<file path="src/rtl/usfc_pkg.sv">
package usfc_pkg;
  // register byte addresses (low address byte)
  localparam logic [7:0] ADDR_CTRL = 8'h00;
  localparam logic [7:0] ADDR_BAUD_LOW = 8'h04;
  localparam logic [7:0] ADDR_BAUD_HIGH = 8'h08;
  localparam logic [7:0] ADDR_DATA = 8'h0C;
  localparam logic [7:0] ADDR_STATUS = 8'h10;
  localparam int BAUD_W = 12;
  localparam int LOW_W = 8;
  localparam int HIGH_W = BAUD_W - LOW_W;
  localparam int CHAR_W = 9;
  localparam logic [2:0] CSZ_NINE = 3'h7;
  localparam logic [2:0] CSZ_EIGHT = 3'h3;
  localparam logic [3:0] BITS_MIN = 4'h5;
  localparam logic [3:0] BITS_EIGHT = 4'h8;
  localparam logic [3:0] BITS_NINE = 4'h9;
  localparam logic [1:0] PAR_EVEN = 2'h2;
  localparam logic [1:0] PAR_ODD = 2'h3;
  localparam logic [4:0] SAMP_NORMAL = 5'h10;
  localparam logic [4:0] SAMP_DOUBLE = 5'h08;
  localparam logic [4:0] SAMP_SYNC = 5'h02;
  localparam logic [8:0] ALL_ONES = 9'h1FF;
  localparam logic [1:0] HTRANS_NONSEQ = 2'h2;

  // control register layout, bit 0 is sync_mode_select
  typedef struct packed {
    logic rx_enable;
    logic tx_enable;
    logic transmit_ninth_bit;
    logic stop_bit_select;
    logic [1:0] parity_mode_field;
    logic [2:0] character_size_field;
    logic sync_clock_polarity;
    logic transfer_clock_pin_direction;
    logic double_speed_bit;
    logic sync_mode_select;
  } usfc_ctrl_s;
  localparam int CTRL_W = $bits(usfc_ctrl_s);

  // status register layout, bit 0 is tx_pending
  typedef struct packed {
    logic parity_error;
    logic frame_error_flag;
    logic rx_valid;
    logic tx_busy;
    logic tx_pending;
  } usfc_stat_s;
  localparam int STAT_W = $bits(usfc_stat_s);

  typedef enum logic [2:0] {
    TX_IDLE = 3'h0,
    TX_START = 3'h1,
    TX_DATA = 3'h3,
    TX_PARITY = 3'h2,
    TX_STOP1 = 3'h6,
    TX_STOP2 = 3'h7
  } usfc_tx_e;

  typedef enum logic [2:0] {
    RX_IDLE = 3'h0,
    RX_START = 3'h1,
    RX_DATA = 3'h3,
    RX_PARITY = 3'h2,
    RX_STOP = 3'h6
  } usfc_rx_e;

  typedef struct packed {
    usfc_ctrl_s ctrl;
    logic [BAUD_W-1:0] divisor;
    logic [BAUD_W-1:0] bcnt;
    logic x1;
    logic x2;
    logic x3;
    logic xtog;
    usfc_tx_e tst;
    logic [4:0] tpre;
    logic [3:0] tidx;
    logic [CHAR_W-1:0] tsh;
    logic [CHAR_W-1:0] thold;
    logic tpend;
    logic tpar;
    logic txd;
    usfc_rx_e rst;
    logic [4:0] rph;
    logic [3:0] ridx;
    logic [CHAR_W-1:0] rsh;
    logic rpar;
    logic rpe;
    logic [CHAR_W-1:0] rdata;
    logic rvalid;
    logic fe;
    logic pe;
    logic ph_wr;
    logic [7:0] ph_addr;
    logic [31:0] hrdata;
  } usfc_state_s;
endpackage

</file>
<file path="src/rtl/usfc_core.sv">
// How it works
// - four clock modes, sync_mode_select picks framing
// - in sync mode pin direction picks master/slave
// - transfer clock pin idle in async modes
// - baud counter reloads at zero and low write
// - one baud tick per zero, divisor plus one
// - transmitter divides ticks by 16, 8 or 2
// - receiver phase machine with 16 or 8 states, async only
// - 12-bit divisor from high and low registers
// - double speed ignored when synchronous
// - double speed receiver uses 8 samples
// - slave clock synchronised then edge detected
// - sync sample edge opposite to change edge
// - polarity bit picks change and sample edges
// - 5-9 data, none/even/odd parity, 1-2 stops
// - start, data lsb first, parity, stops
// - next frame back to back or idle high
// - one shared frame format for both directions
// - only first stop bit checked for frame error
// - even parity xor of data, odd inverted
// - size, parity and stop select fields
// - size 7 means nine bits, ninth from control
// - surplus high transmit bits ignored
//
// Added by the designer: the AHB-Lite slave port and the register addresses.
`timescale 1ns/10ps
`default_nettype none
module usfc_core
  import usfc_pkg::*;
(
  input wire logic ref_clk,
  input wire logic rstn,
  input wire logic hsel,
  input wire logic [31:0] haddr,
  input wire logic [1:0] htrans,
  input wire logic hwrite,
  input wire logic [2:0] hsize,
  input wire logic [31:0] hwdata,
  input wire logic hready,
  output logic hreadyout,
  output logic hresp,
  output logic [31:0] hrdata,
  input wire logic serial_receive_pin,
  output logic serial_transmit_pin,
  input wire logic transfer_clock_pin_i,
  output logic transfer_clock_pin_o,
  output logic transfer_clock_pin_oe
);

  usfc_state_s s_reg;
  usfc_state_s s_next;

  function automatic logic [3:0] data_bits(input logic [2:0] csz);
    if (csz == CSZ_NINE) begin
      data_bits = BITS_NINE;
    end else if (csz <= CSZ_EIGHT) begin
      data_bits = BITS_MIN + {1'b0, csz};
    end else begin
      // reserved sizes fall back to eight bits
      data_bits = BITS_EIGHT;
    end
  endfunction

  function automatic logic [8:0] char_mask(input logic [3:0] nb);
    char_mask = ALL_ONES >> (BITS_NINE - nb);
  endfunction

  function automatic logic parity_of(input logic [8:0] d,
                                     input logic [3:0] nb,
                                     input logic odd);
    parity_of = (^(d & char_mask(nb))) ^ odd;
  endfunction

  function automatic logic [4:0] samples(input usfc_ctrl_s c);
    if (c.sync_mode_select) begin
      samples = SAMP_SYNC;
    end else if (c.double_speed_bit) begin
      samples = SAMP_DOUBLE;
    end else begin
      samples = SAMP_NORMAL;
    end
  endfunction

  always_comb begin
    logic sync;
    logic master;
    logic slave;
    logic tick;
    logic rise;
    logic fall;
    logic chg;
    logic smp;
    logic tbit;
    logic rsmp;
    logic fin;
    logic par_en;
    logic odd;
    logic addr_ph;
    logic [3:0] nb;
    logic [4:0] nsamp;
    logic [31:0] rd;
    sync = 1'b0;
    master = 1'b0;
    slave = 1'b0;
    tick = 1'b0;
    rise = 1'b0;
    fall = 1'b0;
    chg = 1'b0;
    smp = 1'b0;
    tbit = 1'b0;
    rsmp = 1'b0;
    fin = 1'b0;
    par_en = 1'b0;
    odd = 1'b0;
    addr_ph = 1'b0;
    nb = '0;
    nsamp = '0;
    rd = '0;
    s_next = s_reg;

    // mode decode
    sync = s_reg.ctrl.sync_mode_select;
    master = sync & s_reg.ctrl.transfer_clock_pin_direction;
    slave = sync & ~s_reg.ctrl.transfer_clock_pin_direction;
    nsamp = samples(s_reg.ctrl);
    nb = data_bits(s_reg.ctrl.character_size_field);
    par_en = s_reg.ctrl.parity_mode_field[1];
    odd = (s_reg.ctrl.parity_mode_field == PAR_ODD);

    // baud generator
    tick = (s_reg.bcnt == '0);
    if (tick) begin
      s_next.bcnt = s_reg.divisor;
    end else begin
      s_next.bcnt = s_reg.bcnt - 1'b1;
    end

    // slave clock: x1 feeds only x2, edges taken from x2/x3
    s_next.x1 = transfer_clock_pin_i;
    s_next.x2 = s_reg.x1;
    s_next.x3 = s_reg.x2;
    if (master && tick) begin
      s_next.xtog = ~s_reg.xtog;
    end else if (!master) begin
      s_next.xtog = 1'b0;
    end
    if (master) begin
      rise = tick & ~s_reg.xtog;
      fall = tick & s_reg.xtog;
    end else if (slave) begin
      rise = s_reg.x2 & ~s_reg.x3;
      fall = ~s_reg.x2 & s_reg.x3;
    end
    chg = s_reg.ctrl.sync_clock_polarity ? fall : rise;
    smp = s_reg.ctrl.sync_clock_polarity ? rise : fall;

    // transmitter bit clock
    if (sync) begin
      tbit = chg;
    end else if (tick) begin
      if (s_reg.tpre >= nsamp - 1'b1) begin
        s_next.tpre = '0;
        tbit = 1'b1;
      end else begin
        s_next.tpre = s_reg.tpre + 1'b1;
      end
    end

    // transmitter
    if (tbit) begin
      case (s_reg.tst)
        TX_IDLE: begin
          s_next.txd = 1'b1;
          fin = 1'b1;
        end
        TX_START: begin
          s_next.txd = s_reg.tsh[0];
          s_next.tsh = s_reg.tsh >> 1;
          s_next.tidx = 4'h1;
          s_next.tst = TX_DATA;
        end
        TX_DATA: begin
          if (s_reg.tidx == nb) begin
            if (par_en) begin
              s_next.txd = s_reg.tpar;
              s_next.tst = TX_PARITY;
            end else begin
              s_next.txd = 1'b1;
              s_next.tst = TX_STOP1;
            end
          end else begin
            s_next.txd = s_reg.tsh[0];
            s_next.tsh = s_reg.tsh >> 1;
            s_next.tidx = s_reg.tidx + 1'b1;
          end
        end
        TX_PARITY: begin
          s_next.txd = 1'b1;
          s_next.tst = TX_STOP1;
        end
        TX_STOP1: begin
          if (s_reg.ctrl.stop_bit_select) begin
            s_next.txd = 1'b1;
            s_next.tst = TX_STOP2;
          end else begin
            fin = 1'b1;
          end
        end
        TX_STOP2: begin
          fin = 1'b1;
        end
        default: begin
          s_next.tst = TX_IDLE;
          s_next.txd = 1'b1;
        end
      endcase
      if (fin) begin
        // a pending character starts with no gap, else line idles high
        if (s_reg.tpend && s_reg.ctrl.tx_enable) begin
          s_next.tsh = s_reg.thold & char_mask(nb);
          s_next.tpar = parity_of(s_reg.thold, nb, odd);
          s_next.tpend = 1'b0;
          s_next.txd = 1'b0;
          s_next.tst = TX_START;
        end else begin
          s_next.txd = 1'b1;
          s_next.tst = TX_IDLE;
        end
      end
    end

    // bus: address phase, read data registered for the data phase
    addr_ph = hsel & htrans[1] & hready;
    s_next.ph_wr = addr_ph & hwrite;
    s_next.ph_addr = haddr[7:0];
    if (addr_ph && !hwrite) begin
      case (haddr[7:0])
        ADDR_CTRL: rd = {{(32-CTRL_W){1'b0}}, s_reg.ctrl};
        ADDR_BAUD_LOW: rd = {24'h0, s_reg.divisor[LOW_W-1:0]};
        ADDR_BAUD_HIGH: rd = {28'h0, s_reg.divisor[BAUD_W-1:LOW_W]};
        ADDR_DATA: begin
          rd = {23'h0, s_reg.rdata};
          s_next.rvalid = 1'b0;
        end
        ADDR_STATUS: begin
          rd = {{(32-STAT_W){1'b0}}, s_reg.pe, s_reg.fe, s_reg.rvalid,
                (s_reg.tst != TX_IDLE), s_reg.tpend};
        end
        default: rd = '0;
      endcase
      s_next.hrdata = rd;
    end
    if (s_reg.ph_wr) begin
      case (s_reg.ph_addr)
        ADDR_CTRL: s_next.ctrl = usfc_ctrl_s'(hwdata[CTRL_W-1:0]);
        ADDR_BAUD_LOW: begin
          s_next.divisor[LOW_W-1:0] = hwdata[LOW_W-1:0];
          s_next.bcnt = {s_reg.divisor[BAUD_W-1:LOW_W],
                         hwdata[LOW_W-1:0]};
        end
        ADDR_BAUD_HIGH: begin
          s_next.divisor[BAUD_W-1:LOW_W] = hwdata[HIGH_W-1:0];
        end
        ADDR_DATA: begin
          if (s_reg.ctrl.tx_enable) begin
            s_next.thold = {s_reg.ctrl.transmit_ninth_bit,
                            hwdata[LOW_W-1:0]};
            s_next.tpend = 1'b1;
          end
        end
        default: ;
      endcase
    end

    // receiver sample strobe: phase counter when async, edge when sync
    if (sync) begin
      rsmp = smp;
    end else if (tick && s_reg.rst != RX_IDLE) begin
      if (s_reg.rph >= nsamp - 1'b1) begin
        s_next.rph = '0;
      end else begin
        s_next.rph = s_reg.rph + 1'b1;
      end
      rsmp = (s_reg.rph == (nsamp >> 1));
    end

    // receiver; a completed frame wins over a same-cycle data read
    case (s_reg.rst)
      RX_IDLE: begin
        s_next.rph = '0;
        s_next.ridx = '0;
        s_next.rpar = 1'b0;
        if (s_reg.ctrl.rx_enable && !serial_receive_pin) begin
          if (sync && smp) begin
            s_next.rst = RX_DATA;
          end else if (!sync && tick) begin
            s_next.rph = 5'h01;
            s_next.rst = RX_START;
          end
        end
      end
      RX_START: begin
        if (rsmp) begin
          // a start bit gone high at mid-bit is a glitch
          s_next.rst = serial_receive_pin ? RX_IDLE : RX_DATA;
        end
      end
      RX_DATA: begin
        if (rsmp) begin
          s_next.rsh = {serial_receive_pin, s_reg.rsh[8:1]};
          s_next.rpar = s_reg.rpar ^ serial_receive_pin;
          s_next.ridx = s_reg.ridx + 1'b1;
          if (s_reg.ridx + 1'b1 == nb) begin
            s_next.rst = par_en ? RX_PARITY : RX_STOP;
          end
        end
      end
      RX_PARITY: begin
        if (rsmp) begin
          s_next.rpe = s_reg.rpar ^ serial_receive_pin ^ odd;
          s_next.rst = RX_STOP;
        end
      end
      RX_STOP: begin
        if (rsmp) begin
          // second stop bit is never looked at
          s_next.fe = ~serial_receive_pin;
          s_next.pe = par_en & s_reg.rpe;
          s_next.rpe = 1'b0;
          s_next.rdata = s_reg.rsh >> (BITS_NINE - nb);
          s_next.rvalid = 1'b1;
          s_next.rst = RX_IDLE;
        end
      end
      default: s_next.rst = RX_IDLE;
    endcase
  end

  always_ff @(posedge ref_clk) begin
    if (!rstn) begin
      s_reg <= '0;
      s_reg.txd <= 1'b1;
    end else begin
      s_reg <= s_next;
    end
  end

  assign hreadyout = 1'b1;
  assign hresp = 1'b0;
  assign hrdata = s_reg.hrdata;
  assign serial_transmit_pin = s_reg.txd;
  // async modes leave the pin undriven
  assign transfer_clock_pin_o = s_reg.xtog;
  assign transfer_clock_pin_oe = s_reg.ctrl.sync_mode_select &
    s_reg.ctrl.transfer_clock_pin_direction;

endmodule
`default_nettype wire

</file>
<file path="config.mk">
export PLATFORM = sky130hd
export DESIGN_NAME = usfc_core
export DESIGN_NICKNAME = d
export VERILOG_FILES = /design/src/rtl/usfc_pkg.sv /design/src/rtl/usfc_core.sv
export SDC_FILE = /design/constraint.sdc
export NUM_CORES = 1
export LEC_CHECK = 0
export ABC_CLOCK_PERIOD_IN_PS = 4590
export BUFFER_PORTS_ARGS = -buffer_cell sky130_fd_sc_hd__buf_2
export CAP_MARGIN = 0
export CORE_MARGIN = 3
export CORE_UTILIZATION = 47
export CTS_BUF_LIST = sky130_fd_sc_hd__clkbuf_16
export DETAILED_ROUTE_END_ITERATION = 12
export PLACE_DENSITY = 0.65
export SYNTH_ARGS = -nofsm -noshare
export SYNTH_HDL_FRONTEND = slang
export SYNTH_SLANG_ARGS = --single-unit
</file>
<file path="constraint.sdc">
create_clock -name ref_clk -period 4.59 [get_ports ref_clk]
set_clock_uncertainty 0.15 [all_clocks]
set_input_delay 0.6885 -clock ref_clk [delete_from_list [all_inputs] [get_ports ref_clk]]
set_output_delay 0.6885 -clock ref_clk [all_outputs]
set_load 0.005 [all_outputs]
</file>
==> reports/metrics.cfg, run 1 <==
[status]
status=finished clean

[layout]
instances_no_fill=1030
utilization=0.5285
n_antenna_cell=0
drive_gt1_frac=0.1395
fin_nets=927
area_delta_synth_final_pct=9.820
largest_reg_flops=114

[floorplanning]
core_um2=14590
start_util=0.4812
die_height_um=128.2
dieArea_um2=16440
io_pins=113
die_w_um=128.2
num_rows=44

[drt]
wl_per_cell_um=17.67
drt-vias-per-instance=5.831
dr.pass1.iters=5
ant_nets=0
drc=0
wirelength_um=18200
vias=6006
drtIter0Drc=488

[synth]
syn_area_per_cell_um2=8.530
synthesis.area_um2=7020
syn_inst=823
ys_ff_latch=131
yosysUniqueCellTypes=73
synth_edf_count=0
ys_seq_area_frac=0.3736
yosysWarnings=0
dominantRegCellSynth=dfxtp_1
ys_async_sr_fraction=0

[worst_setup_path]
critPathCaptureType=flop
cp.arrival_ns=4.18
worst-endpoint-required_ns=4.75
critPathMaxFanout=10
regToRegEndpoint=s_reg[77]
regToRegStartpoint=s_reg[141]
cp-start-kind=flop
rr_worst_depth=12
crit_type=reg -> reg
rrSetupSlack_ns=0.57

[global_route]
grt_pass1_wl_um=29170
grt_max_degree=56
first_global_vias=5699
grt_overflow=0
track_usage=0.2254
grt_antenna_before_repair=0

[clock_network]
clk_pin_slew_ns=0.06
ctsHtreeMaxLevel=4
ctsResizeCount=0
clock_latency_ns=0.42
clock-sinks=131
cts_buffer_depth=2
cts_tree=yes
cts_hold_buf=0
numCtsBuffers=17
clockRootBuffer=clkbuf_16
post_cts_buffers=0

[placement]
portBuffers=44
dp_hpwl_um=13400
place.gp.congestion=0.9014
placed_cells=998

[timing]
tightest_slew_ns=0.9861
rsz0062_at_grt=false
clock.fmax_mhz=248.9
drv_slew=0
finalSetupTns_ns=0
finalHoldViolCount=0
fin_crit_ns=4.018
slew-limit-headroom=0.3366
setup_viol=0
period_share=0.8753

[hold_path]
min_from=s_next[111]
hold-path-cell-count=1
hp-class=reg -> reg
hold_end=s_next[110]

[pwr]
internal-power_w=0.002182
peakVddDrop_mv=0.2589
power.switching_w=0.0008822
seqPwrFrac=0.406
clockPowerShare=0.423
swShare=0.2879
power.density_nw_per_um2=397.5
power_frac_comb=0.171
total_leakage_power_nw=3.044

[run]
drv_cap=0

-- worst max-delay path: stages (launching register included) --
cell and delay, ns:
dfxtp_1 0.37, ha_1 0.26, ha_1 0.21, o211ai_1 0.67, clkinv_1 0.56, ha_1 0.38
nor2b_1 0.25, o211a_1 0.17, o22ai_1 0.08, o32ai_1 0.27, a21oi_1 0.09, and4b_1 0.20
a311o_1 0.26
-- power by group through the flow --
stage / clock [W] / combinational, W / sequential, W
CTS: 0.00133 / 0.000523 / 0.00124
detailed placement: 0 / 0.000520 / 0.00127
finish: 0.00130 / 0.000524 / 0.00124
global route: 0.00137 / 0.000590 / 0.00125
floorplan: 0 / 0.000423 / 0.00125
global placement: 0 / 0.000504 / 0.00126
-- layout by cell type (no fill, tap or decap), types with 11 or more instances in the layout --
master	Yosys	final
clkbuf_16	0	17
a21oi_1	74	74
mux2i_1	45	45
conb_1	2	21
o211ai_1	13	13
and2_1	14	14
inv_1	13	12
nand2b_1	14	14
nor2_1	90	90
buf_2	2	44
nand2_1	70	70
xnor2_1	13	13
o21ai_0	28	28
ha_1	18	18
nand3_1	29	29
dfxtp_1	131	131
nor3_1	23	22
xor2_1	11	11
-- routing by layer --
metal	share of wire	track usage	vias to the layer above	routed length, µm
met3	0.052	0.04625	32	954
met2	0.48	0.3684	178	8802
met1	0.45	0.2978	2874	8137
li1	-	-	2922	-
met4	0.017	0.07428	0	308
met5	0	0	-	0
-- logic make-up (layout without fill, tap and decap cells) --
logic type      Yosys count  count (layout)  share of synthesized area
other cells               2              21                   0.001070
mux                      58              58                    0.09784
simple gates            315             315                     0.2271
xor+xnor                 25              25                    0.03315
fa+ha+maj                18              18                    0.03208
compound gates          181             181                     0.1632
buf+inv                  93              97                    0.07200
flops                   131             131                     0.3736
-- worst max-delay path by stage --
stage	from	to	slack, ns	cells after the start
after floorplan	s_reg[141]	s_reg[77]	1.02	11
after global placement	s_reg[141]	s_reg[77]	0.70	12
after detailed placement	s_reg[141]	s_reg[77]	0.66	12
after CTS	s_reg[141]	s_reg[77]	0.65	12
after global routing	s_reg[141]	s_reg[77]	0.28	12
final	s_reg[141]	s_reg[77]	0.57	12
-- cells in the mapped netlist, types with 11 or more instances --
cell,count,area (µm²)
nand2b_1,14,87.58
ha_1,18,225.2
inv_1,13,48.80
xnor2_1,13,113.9
mux2i_1,45,450.4
clkbuf_1,37,138.9
nor2_1,90,337.8
o211ai_1,13,97.59
dfxtp_1,131,2623
xor2_1,11,96.34
buf_4,35,262.8
a21oi_1,74,370.4
nor3_1,23,115.1
nand3_1,29,145.1
and2_1,14,87.58
o21ai_0,28,140.1
nand2_1,70,262.8
-- through the flow --
stage / power, W / area, µm² / hold WS [ns] / setup slack [ns]
global placement: 0.001767 / 7143 / 0.2714 / 0.7033
global route: 0.003213 / 7710 / 0.3202 / 0.2824
finish: 0.003065 / 7710 / 0.3074 / 0.5723
floorplan: 0.001678 / 7092 / 0.2619 / 1.018
CTS: 0.003090 / 7710 / 0.3054 / 0.6452
detailed placement: 0.001786 / 7143 / 0.2751 / 0.6587
-- cell type report --
cell class | instances | area, µm²
Clock inverter | 15 | 141.4
Timing Repair Buffer | 50 | 265.3
Multi-Input combinational cell | 618 | 3969
Sequential cell | 131 | 2623
Inverter | 15 | 56.30
Fill cell | 1357 | 6879
Clock buffer | 17 | 425.4
Tap cell | 184 | 230.2
No activity file was read; power rests on OpenSTA's default activity.
==> inputs of run 2 (changes only) <==
CELL_PAD_IN_SITES_DETAIL_PLACEMENT = 1   (was default)
CELL_PAD_IN_SITES_GLOBAL_PLACEMENT = 1   (was default)
CORE_UTILIZATION = 43   (was 47)
PLACE_DENSITY = 0.78   (was 0.65)
==> reports/metrics.cfg, run 2 (synthesis results as in run 1) <==
[drt]
wl_per_cell_um=19.25  ; was 17.67 µm
met1_length_um=8988  ; was 8137 µm
dr_wl_met3_um=859  ; was 954 µm
vias=6101  ; was 6006
dr_wl_met2_um=10280  ; was 8802 µm
dr.pass1.iters=5  ; unchanged
top_layer_used=met4  ; unchanged
drt-vias-per-instance=5.750  ; was 5.831
wirelength_um=20420  ; was 18200 µm
drc=0  ; unchanged
ant_nets=0  ; unchanged
drtIter0Drc=369  ; was 488

[worst_setup_path]
cp.arrival_ns=4.03  ; was 4.18 ns
crit_type=reg -> reg  ; unchanged
cp-start-kind=flop  ; unchanged
critPathMaxFanout=11  ; was 10
critPathCaptureType=flop  ; unchanged
worst-endpoint-required_ns=4.75  ; about the same

[global_route]
first_global_vias=6313  ; was 5699
grt_overflow=0  ; unchanged
grt_max_degree=59  ; was 56
track_usage=0.2318  ; was 0.2254
grt_pass1_wl_um=33150  ; was 29170 µm
grt_antenna_before_repair=0  ; unchanged

[clock_network]
cts_hold_buf=0  ; unchanged
clockRootBuffer=clkbuf_16  ; unchanged
clock_latency_ns=0.43  ; was 0.42 ns
cts_buffer_depth=2  ; unchanged
post_cts_buffers=0  ; unchanged
ctsHtreeMaxLevel=4  ; unchanged
cts_tree=yes  ; unchanged
numCtsBuffers=17  ; unchanged
ctsResizeCount=0  ; unchanged
clock-sinks=131  ; unchanged
clk_pin_slew_ns=0.06  ; about the same

[floorplanning]
dieArea_um2=17900  ; was 16440 µm²
die_w_um=133.8  ; was 128.2 µm
die_height_um=133.8  ; was 128.2 µm
io_pins=113  ; unchanged
core_um2=15940  ; was 14590 µm²
start_util=0.4404  ; was 0.4812
num_rows=46  ; was 44

[timing]
tightest_slew_ns=0.9105  ; was 0.9861 ns
clock.fmax_mhz=258.2  ; was 248.9 MHz
rsz0062_at_grt=false  ; unchanged
drv_slew=0  ; unchanged
finalSetupTns_ns=0  ; unchanged
finalHoldViolCount=0  ; unchanged
worst_slack_ns=0.7163  ; was 0.5723 ns
period_share=0.8439  ; was 0.8753
setup_viol=0  ; unchanged
fin_crit_ns=3.874  ; was 4.018 ns
slew-limit-headroom=0.3930  ; was 0.3366

[pwr]
power.density_nw_per_um2=403.6  ; was 397.5 nW/µm²
peakVddDrop_mv=0.2767  ; was 0.2589 mV
total_leakage_power_nw=3.052  ; was 3.044 nW

[hold_path]
hp-class=reg -> reg  ; unchanged

[placement]
place_ws_ns=0.7554  ; was 0.6587 ns
portBuffers=44  ; unchanged
place.gp.congestion=0.8449  ; was 0.9014
place_area_um2=7176  ; was 7143 µm²
dp_hpwl_um=14640  ; was 13400 µm

[layout]
fin_nets=926  ; was 927
final_cell_mix=dfxtp_1 (131), nor2_1 (90), a21oi_1 (74), nand2_1 (70), mux2i_1 (45)  ; unchanged
area_delta_synth_final_pct=10.62  ; was 9.820%
fill_cells=1948  ; was 1357
n_antenna_cell=0  ; unchanged
stdcell_area_um2=7766  ; was 7710 µm²
drive_gt1_frac=0.1361  ; was 0.1395
largest_reg_flops=114  ; unchanged
final_common_cell=dfxtp_1  ; unchanged

[run]
drv_cap=0  ; unchanged

[status]
status=finished clean  ; unchanged

[run 2: area by class of cell]
type	instances	area, µm²	area share
multi-input cells	618	3969	0.5110
flip-flops and latches	131	2623	0.3377
clock buffers	17	425.4	0.05478
well taps	216	270.3	0.03480
repair buffers	49	257.7	0.03319
clock inverters	15	165.2	0.02127
inverters	15	56.30	0.007250
[run 2: worst paths after layout]
check / startpoint / endpoint / slack, ns / depth (start not counted)
hold reg to reg: s_next[111] / s_next[110] / 0.29 / 1
hold / removal: s_next[111] / s_next[110] / 0.29 / 1
setup reg to reg: s_reg[141] / s_reg[77] / 0.72 / 11
setup / recovery: s_reg[141] / s_reg[77] / 0.72 / 11
[run 2: routing by layer]
metal / vias up / GRT usage
met3: 26 / 0.05289
met5: - / 0
met1: 3047 / 0.2903
met2: 110 / 0.4026
li1: 2918 / -
met4: 0 / 0.06229
[run 2: report_power, final]
group | leakage, nW | switching (W) | internal (W) | total (W)
Clock | 0.287 | 0.000515 | 0.000846 | 0.00136
Sequential | 1.06 | 0.0000533 | 0.00119 | 0.00125
Combinational | 1.70 | 0.000329 | 0.000199 | 0.000528
Total | 3.05 | 0.000897 | 0.00224 | 0.00313
[run 2: critical path: stages (launching register included)]
cell,delay (ns)
dfxtp_1,0.40
ha_1,0.29
ha_1,0.25
inv_1,0.13
o211ai_1,0.26
ha_1,0.29
and4_1,0.20
or2_2,0.38
nor4b_1,0.46
xnor3_1,0.50
and4b_1,0.18
a311o_1,0.27
[run 2: through the flow]
step	hold WS, ns	power [W]	instances	util
6_report	0.2930	0.003135	1061	0.4871
5_1_grt	0.3124	0.003281	1061	0.4871
4_1_cts	0.3046	0.003157	1061	0.4871
3_5_place_dp	0.2877	0.001788	1029	0.4501
3_3_place_gp	0.2791	0.001761	1029	0.4501
2_1_floorplan	0.2619	0.001678	842	-
